`src/include/relay_cond_pkg.sv`:
```
package relay_cond_pkg;
  // ------------------------------------------------------------
  // timing
  // ------------------------------------------------------------
  localparam int CLK_HZ = 10_000_000;
  localparam int TICK_MS = 1;
  localparam int TICK_CYCLES = CLK_HZ / 1000 * TICK_MS;
  localparam int CNT_W = 16;
  localparam logic [CNT_W-1:0] ON_DELAY_MAX = 16'hEA60; // 60000 ms
  localparam logic [CNT_W-1:0] HOLD_MAX = 16'h270F; // 9999 ms
  localparam logic [CNT_W-1:0] TIME_RESET = 16'h0000;
  localparam int NUM_RELAYS = 2;

  // ------------------------------------------------------------
  // register map (relay3 at index 0, relay4 at index 1)
  // ------------------------------------------------------------
  localparam int ADDR_W = 4;
  localparam logic [ADDR_W-1:0] ADDR_SEL3 = 4'h0;
  localparam logic [ADDR_W-1:0] ADDR_DLY3 = 4'h1;
  localparam logic [ADDR_W-1:0] ADDR_HLD3 = 4'h2;
  localparam logic [ADDR_W-1:0] ADDR_POL3 = 4'h3;
  localparam logic [ADDR_W-1:0] ADDR_SEL4 = 4'h4;
  localparam logic [ADDR_W-1:0] ADDR_DLY4 = 4'h5;
  localparam logic [ADDR_W-1:0] ADDR_HLD4 = 4'h6;
  localparam logic [ADDR_W-1:0] ADDR_POL4 = 4'h7;
  localparam logic [ADDR_W-1:0] ADDR_STAT = 4'h8;
  localparam logic [ADDR_W-1:0] RELAY_STRIDE = 4'h4;

  // ------------------------------------------------------------
  // condition selection codes
  // ------------------------------------------------------------
  localparam int SEL_W = 6;
  localparam logic [SEL_W-1:0] SEL_NONE = 6'h00;
  localparam logic [SEL_W-1:0] SEL_NO_FAULT = 6'h01;
  localparam logic [SEL_W-1:0] OUTPUT_CONTACTOR_SELECTION = 6'h02;
  localparam logic [SEL_W-1:0] PRECHARGE_CONTACTOR_SELECTION = 6'h03;
  localparam logic [SEL_W-1:0] LINE_CONTACTOR_SELECTION = 6'h04;
  localparam int NUM_SOURCES = 64;

  typedef struct packed {
    logic [SEL_W-1:0] sel;
    logic [CNT_W-1:0] onDelay;
    logic [CNT_W-1:0] holdTime;
    logic activeLowPolarity;
  } relay_cfg_t;

  localparam relay_cfg_t CFG_RESET = '{SEL_NONE, TIME_RESET,
                                       TIME_RESET, 1'b0};

  typedef enum logic [1:0] {
    ST_OFF = 2'b00,
    ST_DELAY = 2'b01,
    ST_ON = 2'b11,
    ST_HOLD = 2'b10
  } relay_state_t;
endpackage

```
`src/relay_channel.sv`:
```
`timescale 1ns/1ps
module relay_channel
  import relay_cond_pkg::*;
(
  input wire logic clk, // system clock
  input wire logic rst, // async reset, high
  input wire logic msTick, // one-cycle 1 ms enable
  input wire logic present, // extension card fitted
  input wire logic cond, // selected condition
  input wire relay_cond_pkg::relay_cfg_t cfg, // effective settings
  output logic relayOut, // relay drive, registered
  output logic active // condition state after timing
);
  relay_state_t state_q;
  logic [CNT_W-1:0] cnt_q;

  // ------------------------------------------------------------
  // on-delay / hold sequencer
  // ------------------------------------------------------------
  always_ff @(posedge clk or posedge rst) begin
    if (rst) begin
      state_q <= ST_OFF;
      cnt_q <= TIME_RESET;
    end else if (!present) begin
      state_q <= ST_OFF;
      cnt_q <= TIME_RESET;
    end else begin
      case (state_q)
        ST_OFF: begin
          cnt_q <= TIME_RESET;
          if (cond) begin
            state_q <= (cfg.onDelay == TIME_RESET) ? ST_ON : ST_DELAY;
          end
        end
        ST_DELAY: begin
          if (!cond) begin
            state_q <= ST_OFF;
            cnt_q <= TIME_RESET;
          end else if (msTick) begin
            if (cnt_q + 16'h0001 >= cfg.onDelay) begin
              state_q <= ST_ON;
              cnt_q <= TIME_RESET;
            end else begin
              cnt_q <= cnt_q + 16'h0001;
            end
          end
        end
        ST_ON: begin
          cnt_q <= TIME_RESET;
          if (!cond) begin
            state_q <= (cfg.holdTime == TIME_RESET) ? ST_OFF : ST_HOLD;
          end
        end
        ST_HOLD: begin
          if (cond) begin
            state_q <= ST_ON;
            cnt_q <= TIME_RESET;
          end else if (msTick) begin
            if (cnt_q + 16'h0001 >= cfg.holdTime) begin
              state_q <= ST_OFF;
              cnt_q <= TIME_RESET;
            end else begin
              cnt_q <= cnt_q + 16'h0001;
            end
          end
        end
        default: begin
          state_q <= ST_OFF;
          cnt_q <= TIME_RESET;
        end
      endcase
    end
  end

  assign active = (state_q == ST_ON) || (state_q == ST_HOLD);

  // relay de-energised when card absent, regardless of polarity
  always_ff @(posedge clk or posedge rst) begin
    if (rst) begin
      relayOut <= 1'b0;
    end else begin
      relayOut <= present & (active ^ cfg.activeLowPolarity);
    end
  end
endmodule

```
`src/relay_output_conditioner.sv`:
```
`timescale 1ns/1ps
// Overview of operation
// - relays exist only with card fitted
// - selection same as relay two, default none
// - on-delay 0..60000 ms before turning on
// - hold 0..9999 ms before turning off
// - polarity picks state while condition true
// - contactor/no-fault selections force zero on-delay
// - no-fault/precharge/line selections force zero hold
// - those selections lock polarity, refuse change
module relay_output_conditioner
  import relay_cond_pkg::*;
#(
  parameter int TICK_DIV = TICK_CYCLES // cycles per 1 ms tick
)(
  input wire logic clk, // 10 MHz clock
  input wire logic rst, // async reset, high
  input wire logic [ADDR_W-1:0] addr, // register address
  input wire logic [CNT_W-1:0] wrData, // write data
  input wire logic wrEn, // write strobe
  input wire logic rdEn, // read strobe
  output logic [CNT_W-1:0] rdData, // read data, next cycle
  input wire logic [NUM_SOURCES-1:0] conditions, // internal status
  input wire logic [NUM_RELAYS-1:0] cardFitted, // option cards, pins
  output logic [NUM_RELAYS-1:0] relayDrive // relay 3 and 4 drive
);
  import relay_cond_pkg::*;

  // forces: includes output contactor, do not
  function automatic logic forcedOnDelay(input logic [SEL_W-1:0] s);
    return s == SEL_NO_FAULT || s == OUTPUT_CONTACTOR_SELECTION ||
           s == PRECHARGE_CONTACTOR_SELECTION ||
           s == LINE_CONTACTOR_SELECTION;
  endfunction

  function automatic logic lockedSel(input logic [SEL_W-1:0] s);
    return s == SEL_NO_FAULT || s == PRECHARGE_CONTACTOR_SELECTION ||
           s == LINE_CONTACTOR_SELECTION;
  endfunction

  function automatic logic [CNT_W-1:0] clampTo(input logic [CNT_W-1:0] v,
                                               input logic [CNT_W-1:0] m);
    return (v > m) ? m : v;
  endfunction

  // ------------------------------------------------------------
  // pin synchronisers and tick divider
  // ------------------------------------------------------------
  logic [NUM_RELAYS-1:0] fitMeta_q, fit_q;
  always_ff @(posedge clk or posedge rst) begin
    if (rst) begin
      fitMeta_q <= '0;
      fit_q <= '0;
    end else begin
      fitMeta_q <= cardFitted;
      fit_q <= fitMeta_q;
    end
  end

  logic [23:0] div_q;
  logic msTick_q;
  always_ff @(posedge clk or posedge rst) begin
    if (rst) begin
      div_q <= '0;
      msTick_q <= 1'b0;
    end else if (div_q == 24'(TICK_DIV - 1)) begin
      div_q <= '0;
      msTick_q <= 1'b1;
    end else begin
      div_q <= div_q + 24'h000001;
      msTick_q <= 1'b0;
    end
  end

  // ------------------------------------------------------------
  // configuration registers and channels
  // ------------------------------------------------------------
  relay_cfg_t cfg_q [NUM_RELAYS];
  relay_cfg_t effCfg [NUM_RELAYS];
  logic [NUM_RELAYS-1:0] active;

  genvar g;
  generate
    for (g = 0; g < NUM_RELAYS; g++) begin : gRelay
      localparam logic [ADDR_W-1:0] BASE = ADDR_W'(g) * RELAY_STRIDE;
      logic hit;
      assign hit = wrEn && fit_q[g];

      always_ff @(posedge clk or posedge rst) begin
        if (rst) begin
          cfg_q[g] <= CFG_RESET;
        end else if (hit) begin
          if (addr == BASE + ADDR_SEL3) begin
            cfg_q[g].sel <= wrData[SEL_W-1:0];
            if (lockedSel(wrData[SEL_W-1:0])) begin
              cfg_q[g].activeLowPolarity <= 1'b0;
            end
          end else if (addr == BASE + ADDR_DLY3) begin
            cfg_q[g].onDelay <= clampTo(wrData, ON_DELAY_MAX);
          end else if (addr == BASE + ADDR_HLD3) begin
            cfg_q[g].holdTime <= clampTo(wrData, HOLD_MAX);
          end else if (addr == BASE + ADDR_POL3 &&
                       !lockedSel(cfg_q[g].sel)) begin
            cfg_q[g].activeLowPolarity <= wrData[0];
          end
        end
      end

      always_comb begin
        effCfg[g] = cfg_q[g];
        if (forcedOnDelay(cfg_q[g].sel)) begin
          effCfg[g].onDelay = TIME_RESET;
        end
        if (lockedSel(cfg_q[g].sel)) begin
          effCfg[g].holdTime = TIME_RESET;
          effCfg[g].activeLowPolarity = 1'b0;
        end
      end

      logic cond;
      assign cond = (cfg_q[g].sel != SEL_NONE) && conditions[cfg_q[g].sel];

      relay_channel uChan (
        .clk(clk),
        .rst(rst),
        .msTick(msTick_q),
        .present(fit_q[g]),
        .cond(cond),
        .cfg(effCfg[g]),
        .relayOut(relayDrive[g]),
        .active(active[g])
      );
    end
  endgenerate

  // ------------------------------------------------------------
  // read port: effective values shown, absent relays read zero
  // ------------------------------------------------------------
  always_ff @(posedge clk or posedge rst) begin
    if (rst) begin
      rdData <= '0;
    end else if (rdEn) begin
      rdData <= '0;
      for (int i = 0; i < NUM_RELAYS; i++) begin
        if (fit_q[i]) begin
          if (addr == ADDR_W'(i) * RELAY_STRIDE + ADDR_SEL3) begin
            rdData <= CNT_W'(effCfg[i].sel);
          end
          if (addr == ADDR_W'(i) * RELAY_STRIDE + ADDR_DLY3) begin
            rdData <= effCfg[i].onDelay;
          end
          if (addr == ADDR_W'(i) * RELAY_STRIDE + ADDR_HLD3) begin
            rdData <= effCfg[i].holdTime;
          end
          if (addr == ADDR_W'(i) * RELAY_STRIDE + ADDR_POL3) begin
            rdData <= CNT_W'(effCfg[i].activeLowPolarity);
          end
        end
      end
      if (addr == ADDR_STAT) begin
        rdData <= CNT_W'({relayDrive, active, fit_q});
      end
    end
  end
endmodule
```
`config.mk`:
```
export PLATFORM = sky130hd
export DESIGN_NAME = relay_output_conditioner
export DESIGN_NICKNAME = d
export VERILOG_FILES = /design/src/include/relay_cond_pkg.sv /design/src/relay_channel.sv /design/src/relay_output_conditioner.sv
export SDC_FILE = /design/constraint.sdc
export NUM_CORES = 1
export LEC_CHECK = 0
export BUFFER_PORTS_ARGS = -buffer_cell sky130_fd_sc_hd__buf_2
export CAP_MARGIN = 20
export CORE_AREA = 2 2 140 142
export CTS_CLUSTER_DIAMETER = 100
export DETAILED_ROUTE_END_ITERATION = 6
export DIE_AREA = 0 0 142 144
export GPL_ROUTABILITY_DRIVEN = 0
export MAX_ROUTING_LAYER = met4
export PLACE_DENSITY = 0.83
export SLEW_MARGIN = 20
export SYNTH_ARGS = -nofsm -noshare
export SYNTH_HDL_FRONTEND = slang
export SYNTH_SLANG_ARGS = --single-unit
export TNS_END_PERCENT = 100
```
`constraint.sdc`:
```
create_clock -name clk -period 5.86 [get_ports clk]
set_clock_uncertainty 0.2 [all_clocks]
set_input_delay 0 -clock clk [delete_from_list [all_inputs] [get_ports clk]]
set_output_delay 0 -clock clk [all_outputs]
set_load 0.05 [all_outputs]
```
Yosys cells after proc, flatten, opt, wreduce, memory -nomap -nowiden
Cells that the tools add are included.

word-level totals
  register bits after elaboration = 161
  bits of input ports = 90
  output and inout bits = 18

cells by class
  $add $sub $neg = 3
  order comparisons = 8
  equal/unequal tests = 44
  muxes and demuxes = 72
  bitwise logic cells = 8
  reductions and logical operators = 47

operators with widths
  operator                                               count
  2-to-1 mux 16 bit                                      28
  one-hot mux 16 bit (3 select lines)                    2
  greater-or-equal comparator 16 bit                     4
  zero test 16 bit                                       4
  2-to-1 mux 2 bit                                       22
  2-to-1 mux 17 bit                                      2
  adder 16 x 1 -> 16 bit (second input constant)         2
  == test 6 x 2 -> 1 bit (second input constant)         5
  adder 24 x 1 -> 24 bit (second input constant)         1
  == test 24 x 14 -> 1 bit (second input constant)       1
  2-to-1 mux 24 bit                                      1
  == test 6 x 1 -> 1 bit (second input constant)         3
  == test 6 x 3 -> 1 bit (second input constant)         3
  == test 4 x 3 -> 1 bit (second input constant)         4
  > comparator 16 x 14 -> 1 bit (second input constant)  1
  > comparator 16 bit (second input constant)            1
  inequality test 4 bit (second input constant)          4
  one-hot mux 2 bit (4 select lines)                     2
  logical OR 1 bit                                       14
  < comparator 6 x 7 -> 1 bit (second input constant)    2
  binary-select mux 1 bit (select 6 bit)                 2
  2-to-1 mux 1 bit                                       12
  inequality test 2 bit (second input constant)          6
  AND reduction 6 bit                                    2
  24 further kinds                                       54

Longest topological paths before layout
Gate-level depths: netlist (run 1).

  depth in word-level cells = 15
  gate-level depth with buffers = 18
  depth with buffers taken out = 17

By module
Synthesis (run 1) repeated with hierarchy kept, for this count alone.

unflattened totals
  cell total of the unflattened synthesis = 1293
  area total of the unflattened synthesis = 11898.9 sq um

by module, submodules not included
  module                    instances  cells each  area each (sq um)  sequential area each (sq um)
  relay_output_conditioner  1          781         7549.7             3078.0
  relay_channel             2          256         2174.6             475.5

Worst setup path after synthesis (run 1)
OpenSTA, ideal clock, no wires.

  path type = flip-flop to flip-flop
  from = reg cfg_q[34] (netlist bit)
  to = reg gRelay[1].uChan.cnt_q[11]
  library setup time = 0.083 ns
  arrival time = 3.721 ns
  required time = 5.577 ns
  path slack = 1.856 ns
  stages on the path, launching flop included = 18
  path buffers = 6
  period minus slack after synthesis = 4.004 ns
  cell sequence = dfrtp_1 > buf_2 > buf_2 > buf_2 > nor3b_1 > o21ai_0 > clkbuf_1 > clkbuf_1 > nand2_1 > ha_1 > a2111o_1 > a31oi_1 > o21ai_0 > a2111oi_0 > mux2_2 > nand2_1 > clkbuf_1 > o21ai_0

between the ends
  word-level cells in the longest chain between the ends = 11
  elaborated cells on any way between the ends = 28
  classes of those cells = order compare (2); eq/ne (6); mux (12); reduce/logical (8)

RTL lines
  item                                                              RTL line                                                        source
  start, declared                                                   relay_output_conditioner.sv:78                                  relay_cfg_t cfg_q [NUM_RELAYS];
  == test 6 x 1 -> 1 bit or == test 6 x 2 -> 1 bit (tied branches)  relay_output_conditioner.sv:31, relay_output_conditioner.sv:37
  logical OR 1 bit (2 in series)                                    relay_output_conditioner.sv:31                                  return s == SEL_NO_FAULT || s == OUTPUT_CONTACTOR_SELECTION ||
  logical OR 1 bit                                                  relay_output_conditioner.sv:32                                  s == PRECHARGE_CONTACTOR_SELECTION ||
  2-to-1 mux 16 bit                                                 relay_output_conditioner.sv:111                                 if (forcedOnDelay(cfg_q[g].sel)) begin
  greater-or-equal comparator 16 bit                                relay_channel.sv:40                                             if (cnt_q + 16'h0001 >= cfg.onDelay) begin
  2-to-1 mux 16 bit                                                 relay_channel.sv:40
  2-to-1 mux 16 bit                                                 relay_channel.sv:39                                             end else if (msTick) begin
  2-to-1 mux 16 bit                                                 relay_channel.sv:36                                             if (!cond) begin
  one-hot mux 16 bit (3 select lines)                               relay_channel.sv:28                                             case (state_q)
  2-to-1 mux 16 bit                                                 relay_channel.sv:24                                             end else if (!present) begin
  end signal, assigned                                              relay_channel.sv:44                                             cnt_q <= cnt_q + 16'h0001;
  end signal, assigned                                              relay_channel.sv:63                                             cnt_q <= cnt_q + 16'h0001;
  end, declared                                                     relay_channel.sv:15                                             logic [CNT_W-1:0] cnt_q;

Parallel ways exist; a longest one is shown, timed or not. The select of a mux whose other input is x is not followed.
A chain may end at the register's enable or synchronous reset.

Worst setup path in the final report (run 1)
  from = reg gRelay[1].uChan.cnt_q[0]
  to = reg gRelay[1].uChan.cnt_q[7]

between the ends
  word-level cells in the longest chain between the ends = 7
  elaborated cells on any way between the ends = 11
  classes of those cells = add/sub (1); order compare (2); mux (8)

RTL lines
  item                                                   RTL line
  adder 16 x 1 -> 16 bit (*)                             --
  greater-or-equal comparator 16 bit (on tied branches)  relay_channel.sv:59, relay_channel.sv:40
  2-to-1 mux 16 bit (on tied branches)                   relay_channel.sv:59, relay_channel.sv:40
  2-to-1 mux 16 bit (on tied branches)                   relay_channel.sv:58, relay_channel.sv:39
  2-to-1 mux 16 bit (on tied branches)                   relay_channel.sv:55, relay_channel.sv:36
  one-hot mux 16 bit (3 select lines) (*)                relay_channel.sv:28
  2-to-1 mux 16 bit (*)                                  relay_channel.sv:24

Every way passes the cells marked *; elsewhere a longest branch is shown, timed or not. The select of a mux whose other input is x is not followed.

==> impl_metrics.env, run 1 <==
export IMPL_status="finished with violations"
export IMPL_violations="DRC"
export IMPL_fin_crit_sh_pct=78.39
export IMPL_min_to="fitMeta_q[0]"
export IMPL_die_w_um=142
export IMPL_timing_rr_start="gRelay[1].uChan.cnt_q[0]"
export IMPL_synth_area_leaders="dfrtp_1 36%, ha_1 8.9%, nand2_1 6.7%"
export IMPL_fmax_mhz=217.7
export IMPL_worstPathArrival_ns=4.74
export IMPL_crit_top_cell="nand3_1"
export IMPL_yosys_most_used_dff="dfrtp_1"
export IMPL_clk_path_buf_depth=2
export IMPL_dr_pass1_iters=7
export IMPL_peakVddDrop_mv=0.1982
export IMPL_worst_r2r_path_depth=16
export IMPL_nets=1488
export IMPL_async_flop_share_pct=100.0
export IMPL_routed_wl_um=30690
export IMPL_crit_family="simple AND/OR/NAND/NOR gates"
export IMPL_cts_tree="yes"
export IMPL_placed_area_sq_um=11760
export IMPL_dp_hpwl_um=22760
export IMPL_synthCells=1215
export IMPL_leakagePower_uw=0.005807
export IMPL_setup_tns_ns=0
export IMPL_areaGrowthSynthToFinish_pct=14.01
export IMPL_num_rows=51
export IMPL_reg2reg_setup_slack_ns=1.27
export IMPL_clock_sinks=161
export IMPL_worstHoldStart="cardFitted[0]"
export IMPL_dieArea_sq_um=20450
export IMPL_num_vias=10220
export IMPL_tightestPinTransition_ns=1.049
export IMPL_drv_slew=0
export IMPL_slowest_stage="dfrtp_1"
export IMPL_boundaryPins=108
export IMPL_vias_per_cell=6.510
export IMPL_p_per_area_nw_per_um2=291.5
export IMPL_start_util_pct=58.38
export IMPL_cts_buffers_inserted=17
export IMPL_seq_area_frac_synth_pct=36.17
export IMPL_grt_pass1_vias=10010
export IMPL_grt_max_degree=100
export IMPL_endpoint_kind="register"
export IMPL_synth_nets=1384
export IMPL_slowest_delay_ns=0.47
export IMPL_num_antenna_cells=0
export IMPL_min_period_ns=4.594
export IMPL_root_buffer="clkbuf_16"
export IMPL_cts_max_level=4
export IMPL_rsz0062_at_grt="false"
export IMPL_worstHoldPathCells=2
export IMPL_synth_warnings=0
export IMPL_syn_area_sq_um=11140
export IMPL_post_route_cell_area_sq_um=12700
export IMPL_drtIter0Drc=1022
export IMPL_drc_errors=2
export IMPL_synth_top_area_share_pct=36.17
export IMPL_relSlewSlack_pct=29.88
export IMPL_port_buffers=107
export IMPL_ant_nets=0
export IMPL_avgRoutedWirePerCell_um=19.55
export IMPL_path_cells="ha_1 -> nand3_1 -> nor2_1 -> and3_1 -> nand3_1 -> nor2_1 -> nand3_1 -> xnor2_1 -> ha_1 -> a21o_1 -> a221oi_1 -> o21ai_0 -> a2111oi_0 -> mux2_2 -> nand2_1 -> o31ai_1"
export IMPL_max_cap_violations=0
export IMPL_required_ns=6.01
export IMPL_postSynthAreaPerCell_sq_um=9.167
export IMPL_grt_antenna_before_repair=0
export IMPL_grt_util_all_layers_pct=31.94
export IMPL_die_y_um=144
export IMPL_crit_buf_inv=0
export IMPL_path_clk_slew_ns=0.07
export IMPL_start_kind="register"
export IMPL_grt_first_pass_wirelength_um=50120
export IMPL_path_max_fanout=16
export IMPL_synth_edf_count=0
export IMPL_post_cts_resized=0
export IMPL_drive_gt1_share_pct=16.37
export IMPL_yosysTopAreaCell="dfrtp_1"
export IMPL_worstHoldPathType="in -> reg"
export IMPL_path_class="reg -> reg"
export IMPL_fp_coreArea_sq_um=19080
export IMPL_ys_seq_elements=161
export IMPL_grt_overflow=0
export IMPL_insertion_delay_ns=0.44
export IMPL_r2r_end="gRelay[1].uChan.cnt_q[7]"
export IMPL_hold_viol_final=0
export IMPL_yosysUniqueCellTypes=69
export IMPL_fin_util_pct=66.56
export IMPL_finalSetupViolCount=0
placed cells by master, fill, tap and decap left out, drive strengths merged, types with 17 or more instances in the layout:
cell type / instances
inv: 33
a21o: 26
a21oi: 62
dlygate4sd3: 30
nor2b: 24
nor2: 47
xnor2: 24
buf: 118
ha: 79
nand2b: 28
nor4: 20
o21ai: 107
clkbuf: 17
mux2i: 36
mux2: 24
nand4: 23
a22oi: 18
dfrtp: 161
nand3: 40
nand2: 199
mux4: 22
flip-flops by register name, indices dropped and copies added, names as in the netlist:
name,flops
cfg_q,78
div_q,24
fitMeta_q,2
fit_q,2
gRelay.uChan.cnt_q,32
gRelay.uChan.relayOut,2
gRelay.uChan.state_q,4
msTick_q,1
rdData,16
worst max path at each step:
stage / start / to / slack (ns) / cells past startpoint
6_report: gRelay[1].uChan.cnt_q[0] / gRelay[1].uChan.cnt_q[7] / 1.27 / 16
5_1_grt: gRelay[1].uChan.cnt_q[0] / gRelay[1].uChan.cnt_q[7] / 0.84 / 16
4_1_cts: gRelay[1].uChan.cnt_q[0] / gRelay[1].uChan.cnt_q[7] / 1.32 / 16
3_5_place_dp: gRelay[1].uChan.cnt_q[0] / gRelay[1].uChan.cnt_q[7] / 1.31 / 16
3_3_place_gp: gRelay[1].uChan.cnt_q[0] / gRelay[1].uChan.cnt_q[7] / 1.51 / 15
2_1_floorplan: rst / cfg_q[0] / 1.31 / 1
final cells by class:
type | count | area, sq um
Timing Repair Buffer | 148 | 925.9
Clock buffer | 17 | 425.4
Inverter | 26 | 102.6
Clock inverter | 15 | 190.2
Sequential cell | 161 | 4029
Fill cell | 1450 | 6381
Tap cell | 238 | 297.8
Multi-Input combinational cell | 965 | 6728
cell usage after synthesis (15+ instances only):
library cell / number
inv_1: 26
nand4_1: 23
a21oi_1: 53
o21ai_0: 102
nor2_1: 47
clkbuf_1: 45
mux2_2: 23
mux2i_1: 33
mux4_2: 18
a22oi_1: 18
nand3_1: 40
and3_1: 15
xnor2_1: 24
nor4_1: 20
a21o_1: 26
nand2b_1: 28
nand2_1: 199
nor2b_1: 24
dfrtp_1: 161
ha_1: 79
timing repair:
action                                 4_1_cts  5_1_grt
setup buffers                                0        0
endpoints found under the hold margin      190        0
hold buffers                                30        0
worst register-to-register path, stage by stage (launching register included):
cell and delay (ns):
dfrtp_1 0.47, ha_1 0.23, nand3_1 0.14, nor2_1 0.16, and3_1 0.24, nand3_1 0.16, nor2_1 0.20, nand3_1 0.12
xnor2_1 0.32, ha_1 0.31, a21o_1 0.18, a221oi_1 0.26, o21ai_0 0.15, a2111oi_0 0.27, mux2_2 0.44, nand2_1 0.33
o31ai_1 0.32
cells by family (layout without fill, tap and decap cells):
| family | count (synthesis) | in the layout | synth area share (%) |
|---|---|---|---|
| AO/OA/AOI/OAI | 317 | 317 | 18.77 |
| XOR/XNOR | 34 | 34 | 2.674 |
| adder cells (fa/ha/maj) | 79 | 79 | 8.874 |
| buffers and inverters | 89 | 206 | 3.494 |
| flip-flops | 161 | 161 | 36.17 |
| multiplexers | 82 | 82 | 10.38 |
| AND/OR/NAND/NOR | 453 | 453 | 19.64 |
per-layer routing:
layer / wire (um) / share of wire (%) / global-route usage, %
met1: 12450 / 41 / 40.94
met2: 14000 / 46 / 49.05
met3: 2729 / 8.9 / 6.192
met4: 1510 / 4.9 / 15.47
met5: 0 / 0 / -
metrics by stage:
step	setup WS (ns)	instances	power, uW	hold WS, ns
final	1.266	1570	3702	0.01494
after global routing	0.8355	1570	3887	0.03849
after CTS	1.316	1569	3678	0.01611
after detailed placement	1.313	1507	2510	-0.08863
after global placement	1.515	1507	2472	-0.08991
after floorplan	1.312	1215	2205	-0.1686
report_power, final:
group	leakage, uW	internal, uW	switching, uW	total [uW]
Clock	0.000293	615	542	1160
Combinational	0.00338	478	650	1130
Sequential	0.00213	1230	188	1420
No activity file was read; power rests on OpenSTA's default activity.
==> run 2: changes to the inputs <==
--- a/config.mk
+++ b/config.mk
@@ -5,12 +5,13 @@
 export SDC_FILE = /design/constraint.sdc
 export NUM_CORES = 1
 export LEC_CHECK = 0
+export ABC_AREA = 1
 export BUFFER_PORTS_ARGS = -buffer_cell sky130_fd_sc_hd__buf_2
 export CAP_MARGIN = 20
-export CORE_AREA = 2 2 140 142
+export CORE_AREA = 2 2 145 147
 export CTS_CLUSTER_DIAMETER = 100
 export DETAILED_ROUTE_END_ITERATION = 6
-export DIE_AREA = 0 0 142 144
+export DIE_AREA = 0 0 147 149
 export GPL_ROUTABILITY_DRIVEN = 0
 export MAX_ROUTING_LAYER = met4
 export PLACE_DENSITY = 0.83
==> constraint.sdc (replaced) <==
create_clock -name clk -period 4.48 [get_ports clk]
set_clock_uncertainty 0.2 [all_clocks]
set_input_delay 0 -clock clk [delete_from_list [all_inputs] [get_ports clk]]
set_output_delay 0 -clock clk [all_outputs]
set_load 0.05 [all_outputs]
==> impl_metrics.env, run 2 <==
export IMPL_num_antenna_cells=0
export IMPL_grt_overflow=0
export IMPL_path_cells="ha_1 -> nand2_1 -> nor2_1 -> nand3_1 -> or2_2 -> nor2_1 -> nand3_1 -> nand3b_1 -> xor2_1 -> inv_1 -> ha_1 -> nand2_1 -> inv_1 -> nand3_1 -> nor3_1 -> nand2_1 -> nand3_1 -> nor2_1 -> nand3_1 -> nand2_1 -> nand3_1 -> o21ai_0"
export IMPL_insertion_delay_ns=0.44
export IMPL_synth_compound_area_share_pct=11.14
export IMPL_hold_viol_final=0
export IMPL_layout_common_cells="643 x nand2_1, 197 x inv_1, 161 x dfrtp_1, 124 x o21ai_0, 122 x nor2_1"
export IMPL_cts_tree="yes"
export IMPL_final_cells=2183
export IMPL_postSynthAreaPerCell_sq_um=6.730
export IMPL_areaGrowthSynthToFinish_pct=12.74
export IMPL_yosysUniqueCellTypes=49
export IMPL_fillers=1809
export IMPL_avgRoutedWirePerCell_um=16.20
export IMPL_yosys_top_cells_count="643 x nand2_1, 198 x inv_1, 161 x dfrtp_1, 124 x o21ai_0, 122 x nor2_1"
export IMPL_start_kind="register"
export IMPL_drc_errors=0
export IMPL_synth_simple_area_share_pct=35.29
export IMPL_dr_pass1_iters=6
export IMPL_crit_family="simple AND/OR/NAND/NOR gates"
export IMPL_grt_first_pass_wirelength_um=56250
export IMPL_status="complete, no violations"
export IMPL_synth_xor_area_share_pct=2.620
export IMPL_crit_top_cell="nand3_1"
export IMPL_dieArea_sq_um=21900
export IMPL_async_flop_share_pct=100.0
export IMPL_cts_buffers_inserted=17
export IMPL_fin_crit_sh_pct=91.00
export IMPL_synth_nets=1957
export IMPL_boundaryPins=108
export IMPL_leakagePower_uw=0.007193
export IMPL_worstPathArrival_ns=4.17
export IMPL_drive_gt1_share_pct=9.696
export IMPL_die_y_um=149
export IMPL_synth_area_leaders="dfrtp_1 33%, nand2_1 20%, ha_1 8.2%"
export IMPL_finalSetupViolCount=0
export IMPL_ys_seq_elements=161
export IMPL_final_common_cell="nand2_1"
export IMPL_yosys_most_used_dff="dfrtp_1"
export IMPL_grt_max_degree=162
export IMPL_setup_tns_ns=0
export IMPL_slowest_stage="dfrtp_1"
export IMPL_rsz0062_at_grt="false"
export IMPL_start_util_pct=58.54
export IMPL_port_buffers=107
export IMPL_cts_max_level=4
export IMPL_clk_path_buf_depth=2
export IMPL_ant_nets=0
export IMPL_drtIter0Drc=1420
export IMPL_dp_hpwl_um=26280
export IMPL_grt_pass1_vias=11430
export IMPL_path_class="reg -> reg"
export IMPL_top_register="cfg_q"
export IMPL_seq_area_frac_synth_pct=33.48
export IMPL_tightestPinTransition_ns=0.8599
export IMPL_p_per_area_nw_per_um2=376.1
export IMPL_num_vias=12600
export IMPL_fin_util_pct=66.00
export IMPL_drv_slew=0
export IMPL_grt_antenna_before_repair=0
export IMPL_synth_warnings=0
export IMPL_routed_wl_um=35360
export IMPL_relSlewSlack_pct=42.67
export IMPL_worstHoldPathType="reg -> reg"
export IMPL_nets=2064
export IMPL_path_max_fanout=16
export IMPL_synth_top_area_share_pct=33.48
export IMPL_min_period_ns=4.077
export IMPL_synth_most_common_cell="nand2_1"
export IMPL_dpl_cell_count=2123
export IMPL_synth_edf_count=0
export IMPL_clock_sinks=161
export IMPL_largestRegisters="cfg_q: 78 flops, gRelay.uChan.cnt_q: 32 flops, div_q: 24 flops"
export IMPL_die_w_um=147
export IMPL_synth_adder_area_share_pct=8.214
export IMPL_max_cap_violations=0
export IMPL_synth_mux_area_share_pct=0
export IMPL_required_ns=4.57
export IMPL_vias_per_cell=5.771
export IMPL_num_rows=53
export IMPL_fmax_mhz=245.3
export IMPL_path_clk_slew_ns=0.07
export IMPL_fp_coreArea_sq_um=20560
export IMPL_syn_area_sq_um=12030
export IMPL_largest_register_ffs=78
export IMPL_peakVddDrop_mv=0.2905
export IMPL_grt_util_all_layers_pct=32.88
export IMPL_endpoint_kind="register"
export IMPL_post_cts_resized=0
export IMPL_synth_top_family_by_area="simple AND/OR/NAND/NOR gates"
export IMPL_slowest_delay_ns=0.43
export IMPL_root_buffer="clkbuf_16"
export IMPL_synthCells=1788
export IMPL_crit_buf_inv=2
export IMPL_yosysTopAreaCell="dfrtp_1"
## run 2: changes by cell type in the layout (fill, tap and decap cells not counted), moves of 26 or more
cell	delta
nor2_1	+75
mux2i_1	-33
nand2_1	+444
nand3_1	+46
o21ai_0	+26
nand2b_1	-28
inv_1	+172
nand4_1	+51
## run 2: cell families (layout without fill, tap and decap cells)
group / count (synthesis) / after routing
AND/OR/NAND/NOR: 997 / 997
buffers and inverters: 269 / 389
AO/OA/AOI/OAI: 246 / 246
flip-flops: 161 / 161
adder cells (fa/ha/maj): 79 / 79
XOR/XNOR: 36 / 36
## run 2: per-stage QoR
stage | hold slack [ns] | setup slack, ns | power, uW | cell area (sq um)
6_report | 0.1482 | 0.4032 | 5102 | 13570
2_1_floorplan | -0.1686 | 1.076 | 3123 | 12040
4_1_cts | 0.1497 | 0.4479 | 5052 | 13570
3_3_place_gp | -0.09097 | 0.6775 | 3516 | 12690
3_5_place_dp | -0.09027 | 0.4830 | 3561 | 12690
5_1_grt | 0.1710 | 0.04960 | 5398 | 13570
## run 2: power breakdown
part | switching (uW) | internal (uW)
logic | 1290 | 578
clock network | 681 | 797
registers | 146 | 1610
total | 2120 | 2980
## run 2: final timing paths
check / end / start / depth (start not counted) / slack, ns
hold reg to reg: fit_q[0] / fitMeta_q[0] / 0 / 0.15
max in group asynchronous: cfg_q[35] / rst / 4 / 3.29
setup reg to reg: gRelay[0].uChan.cnt_q[14] / gRelay[0].uChan.cnt_q[0] / 22 / 0.40
hold / removal: fit_q[0] / fitMeta_q[0] / 0 / 0.15
setup / recovery: gRelay[0].uChan.cnt_q[14] / gRelay[0].uChan.cnt_q[0] / 22 / 0.40
min in group asynchronous: div_q[12] / rst / 4 / 0.16
## run 2: area by class of cell
type / count / area (sq um) / area share, %
timing repair buffer: 146 / 910.9 / 6.714
inverter: 211 / 798.3 / 5.884
tap: 275 / 344.1 / 2.536
clock buffer: 18 / 429.2 / 3.163
clock inverter: 14 / 165.2 / 1.217
multi-input combinational: 1358 / 6890 / 50.79
sequential: 161 / 4029 / 29.70
## run 2: layer usage
metal | share of wire (%) | wire, um | up-vias | track usage (%)
met2 | 45 | 15870 | 729 | 51.31
met1 | 42 | 14680 | 5735 | 42.97
met3 | 10 | 3629 | 93 | 6.300
li1 | - | - | 6042 | -
met4 | 3.3 | 1176 | 0 | 12.26
met5 | 0 | 0 | - | -
## run 2: repair_timing
action | in CTS | in global routing
endpoints found under the hold margin | 244 | 0
buffers inserted | 0 | 0
hold buffers | 28 | 0
==> run 3: changes to the inputs <==
--- a/config.mk
+++ b/config.mk
@@ -8,13 +8,13 @@
 export ABC_AREA = 1
 export BUFFER_PORTS_ARGS = -buffer_cell sky130_fd_sc_hd__buf_2
 export CAP_MARGIN = 20
-export CORE_AREA = 2 2 145 147
+export CORE_AREA = 2 2 151 153
 export CTS_CLUSTER_DIAMETER = 100
 export DETAILED_ROUTE_END_ITERATION = 6
-export DIE_AREA = 0 0 147 149
+export DIE_AREA = 0 0 153 155
 export GPL_ROUTABILITY_DRIVEN = 0
 export MAX_ROUTING_LAYER = met4
-export PLACE_DENSITY = 0.83
+export PLACE_DENSITY = 0.81
 export SLEW_MARGIN = 20
 export SYNTH_ARGS = -nofsm -noshare
 export SYNTH_HDL_FRONTEND = slang
==> constraint.sdc (replaced) <==
create_clock -name clk -period 3.63 [get_ports clk]
set_clock_uncertainty 0.2 [all_clocks]
set_input_delay 0 -clock clk [delete_from_list [all_inputs] [get_ports clk]]
set_output_delay 0 -clock clk [all_outputs]
set_load 0.05 [all_outputs]
==> impl_metrics.env, run 3 (synthesized netlist as in run 2, its figures left out) <==
export IMPL_relSlewSlack_pct=53.63
export IMPL_status="finished with violations"
export IMPL_start_util_pct=54.14
export IMPL_hold_viol_final=0
export IMPL_start_kind="register"
export IMPL_die_w_um=153
export IMPL_rsz0062_at_grt="true"
export IMPL_largestRegisters="cfg_q: 78 flops, gRelay.uChan.cnt_q: 32 flops, div_q: 24 flops"
export IMPL_violations="setup timing"
export IMPL_grt_util_all_layers_pct=31.08
export IMPL_dpl_cell_count=2147
export IMPL_path_clk_slew_ns=0.07
export IMPL_path_class="reg -> reg"
export IMPL_nets=2099
export IMPL_grt_antenna_before_repair=0
export IMPL_cp_startpoint="gRelay[1].uChan.cnt_q[1]"
export IMPL_post_place_ws_ns=-0.09800
export IMPL_dr_pass1_iters=6
export IMPL_final_common_cell="nand2_1"
export IMPL_peakVddDrop_mv=0.2961
export IMPL_path_max_fanout=8
export IMPL_endpoint_kind="register"
export IMPL_tightestPinTransition_ns=0.6948
export IMPL_post_route_cell_area_sq_um=14100
export IMPL_ant_nets=0
export IMPL_die_y_um=155
export IMPL_clock_sinks=161
export IMPL_leakagePower_uw=0.007425
export IMPL_drive_gt1_share_pct=13.38
export IMPL_worstPathArrival_ns=3.87
export IMPL_avgRoutedWirePerCell_um=16.60
export IMPL_clk_path_buf_depth=2
export IMPL_p_per_area_nw_per_um2=454.0
export IMPL_grt_overflow=0
export IMPL_num_vias=12910
export IMPL_top_register="cfg_q"
export IMPL_cts_max_level=4
export IMPL_layout_common_cells="636 x nand2_1, 196 x inv_1, 159 x dfrtp_1, 116 x nor2_1, 115 x o21ai_0"
export IMPL_drv_slew=0
export IMPL_drtIter0Drc=1503
export IMPL_drc_errors=0
export IMPL_power_uw=6404
export IMPL_areaGrowthSynthToFinish_pct=17.21
export IMPL_placed_area_sq_um=12830
export IMPL_fin_crit_sh_pct=101.6
export IMPL_num_rows=55
export IMPL_fp_coreArea_sq_um=22230
export IMPL_setup_tns_ns=-0.1519
export IMPL_final_cells=2229
export IMPL_grt_pass1_vias=11930
export IMPL_worstHoldStart="cardFitted[0]"
export IMPL_dieArea_sq_um=23720
export IMPL_fin_ws_ns=-0.05641
export IMPL_routed_wl_um=37010
export IMPL_boundaryPins=108
export IMPL_dp_hpwl_um=27150
export IMPL_vias_per_cell=5.791
export IMPL_cts_buffers_inserted=17
export IMPL_port_buffers=107
export IMPL_reg2reg_setup_slack_ns=-0.06
export IMPL_finalSetupViolCount=8
export IMPL_grt_max_degree=95
export IMPL_insertion_delay_ns=0.44
export IMPL_max_cap_violations=0
export IMPL_cts_tree="yes"
export IMPL_grt_first_pass_wirelength_um=58620
export IMPL_fmax_mhz=271.3
export IMPL_worstHoldPathType="in -> reg"
export IMPL_fillers=1936
export IMPL_root_buffer="clkbuf_16"
export IMPL_largest_register_ffs=78
export IMPL_min_period_ns=3.686
export IMPL_required_ns=3.81
export IMPL_timing_rr_start="gRelay[1].uChan.cnt_q[1]"
run 3: cell types whose count changed in the layout (fill, tap and decap cells not counted), moves of 4 or more:
cell / before / now
buf_4: 10 / 39
ha_1: 79 / 75
nand2_1: 643 / 636
nand2_2: 5 / 11
nand3_1: 86 / 76
nand3_2: 2 / 9
nor2_1: 122 / 116
nor2_4: 1 / 5
nor3_1: 28 / 22
nor3_4: 0 / 4
o21ai_0: 124 / 115
o21ai_1: 20 / 28
run 3: layout make-up:
cell class,instances,area [sq um],share of cell area [%]
flip-flops and latches,161,4031,28.58
multi-input cells,1359,7152,50.71
clock inverters,14,120.1,0.8516
repair buffers,180,1215,8.614
diodes,1,2.502,0.01774
well taps,285,356.6,2.528
clock buffers,18,429.2,3.043
inverters,211,798.3,5.660
run 3: per-stage QoR:
stage	util (%)	hold WS [ns]
after floorplan	-	-0.1686
after global routing	63.44	0.02357
after detailed placement	57.74	-0.09018
final	63.46	0.007775
after CTS	61.67	0.008444
after global placement	57.74	-0.09180
run 3: final timing paths:
kind	endpoint	depth (start not counted)
min reg2reg	fit_q[0]	0
max in group asynchronous	gRelay[0].uChan.cnt_q[14]	5
max	gRelay[1].uChan.cnt_q[0]	20
min in group asynchronous	div_q[17]	4
max reg2reg	gRelay[1].uChan.cnt_q[0]	20
min	fitMeta_q[0]	2
run 3: worst max-delay path, cell delays in order (launching register included):
cell     delay [ns]
dfrtp_2        0.43
ha_4           0.17
nand3_4        0.10
nor3_4         0.22
nand3_2        0.12
nor3_2         0.21
nand3_1        0.15
nor2_1         0.16
xor2_1         0.29
ha_1           0.29
nand2_1        0.06
inv_1          0.05
nand3_1        0.09
inv_1          0.07
a21oi_2        0.15
nand3_1        0.09
nor2_1         0.18
nand3_2        0.18
nand2_4        0.18
nand4_1        0.13
nand2_1        0.11
run 3: power breakdown:
| part | internal (uW) | switching, uW |
|---|---|---|
| combinational | 817 | 1720 |
| clock | 897 | 821 |
| sequential | 1990 | 162 |
run 3: routing by layer:
metal  up-vias  track usage (%)  wire [um]
li1       6112                -          -
met3       127            4.624       3594
met1      5912            41.45      15430
met2       757            46.83      16250
met5         -                -          0
met4         0            14.90       1728
run 3: repair_timing:
action,CTS,global route
cloned,0,2
hold buffers,29,0
hold endpoints to repair,152,0
pin swaps,0,40
resized for setup,7,59
setup endpoints to repair,22,36
buffers inserted,1,17
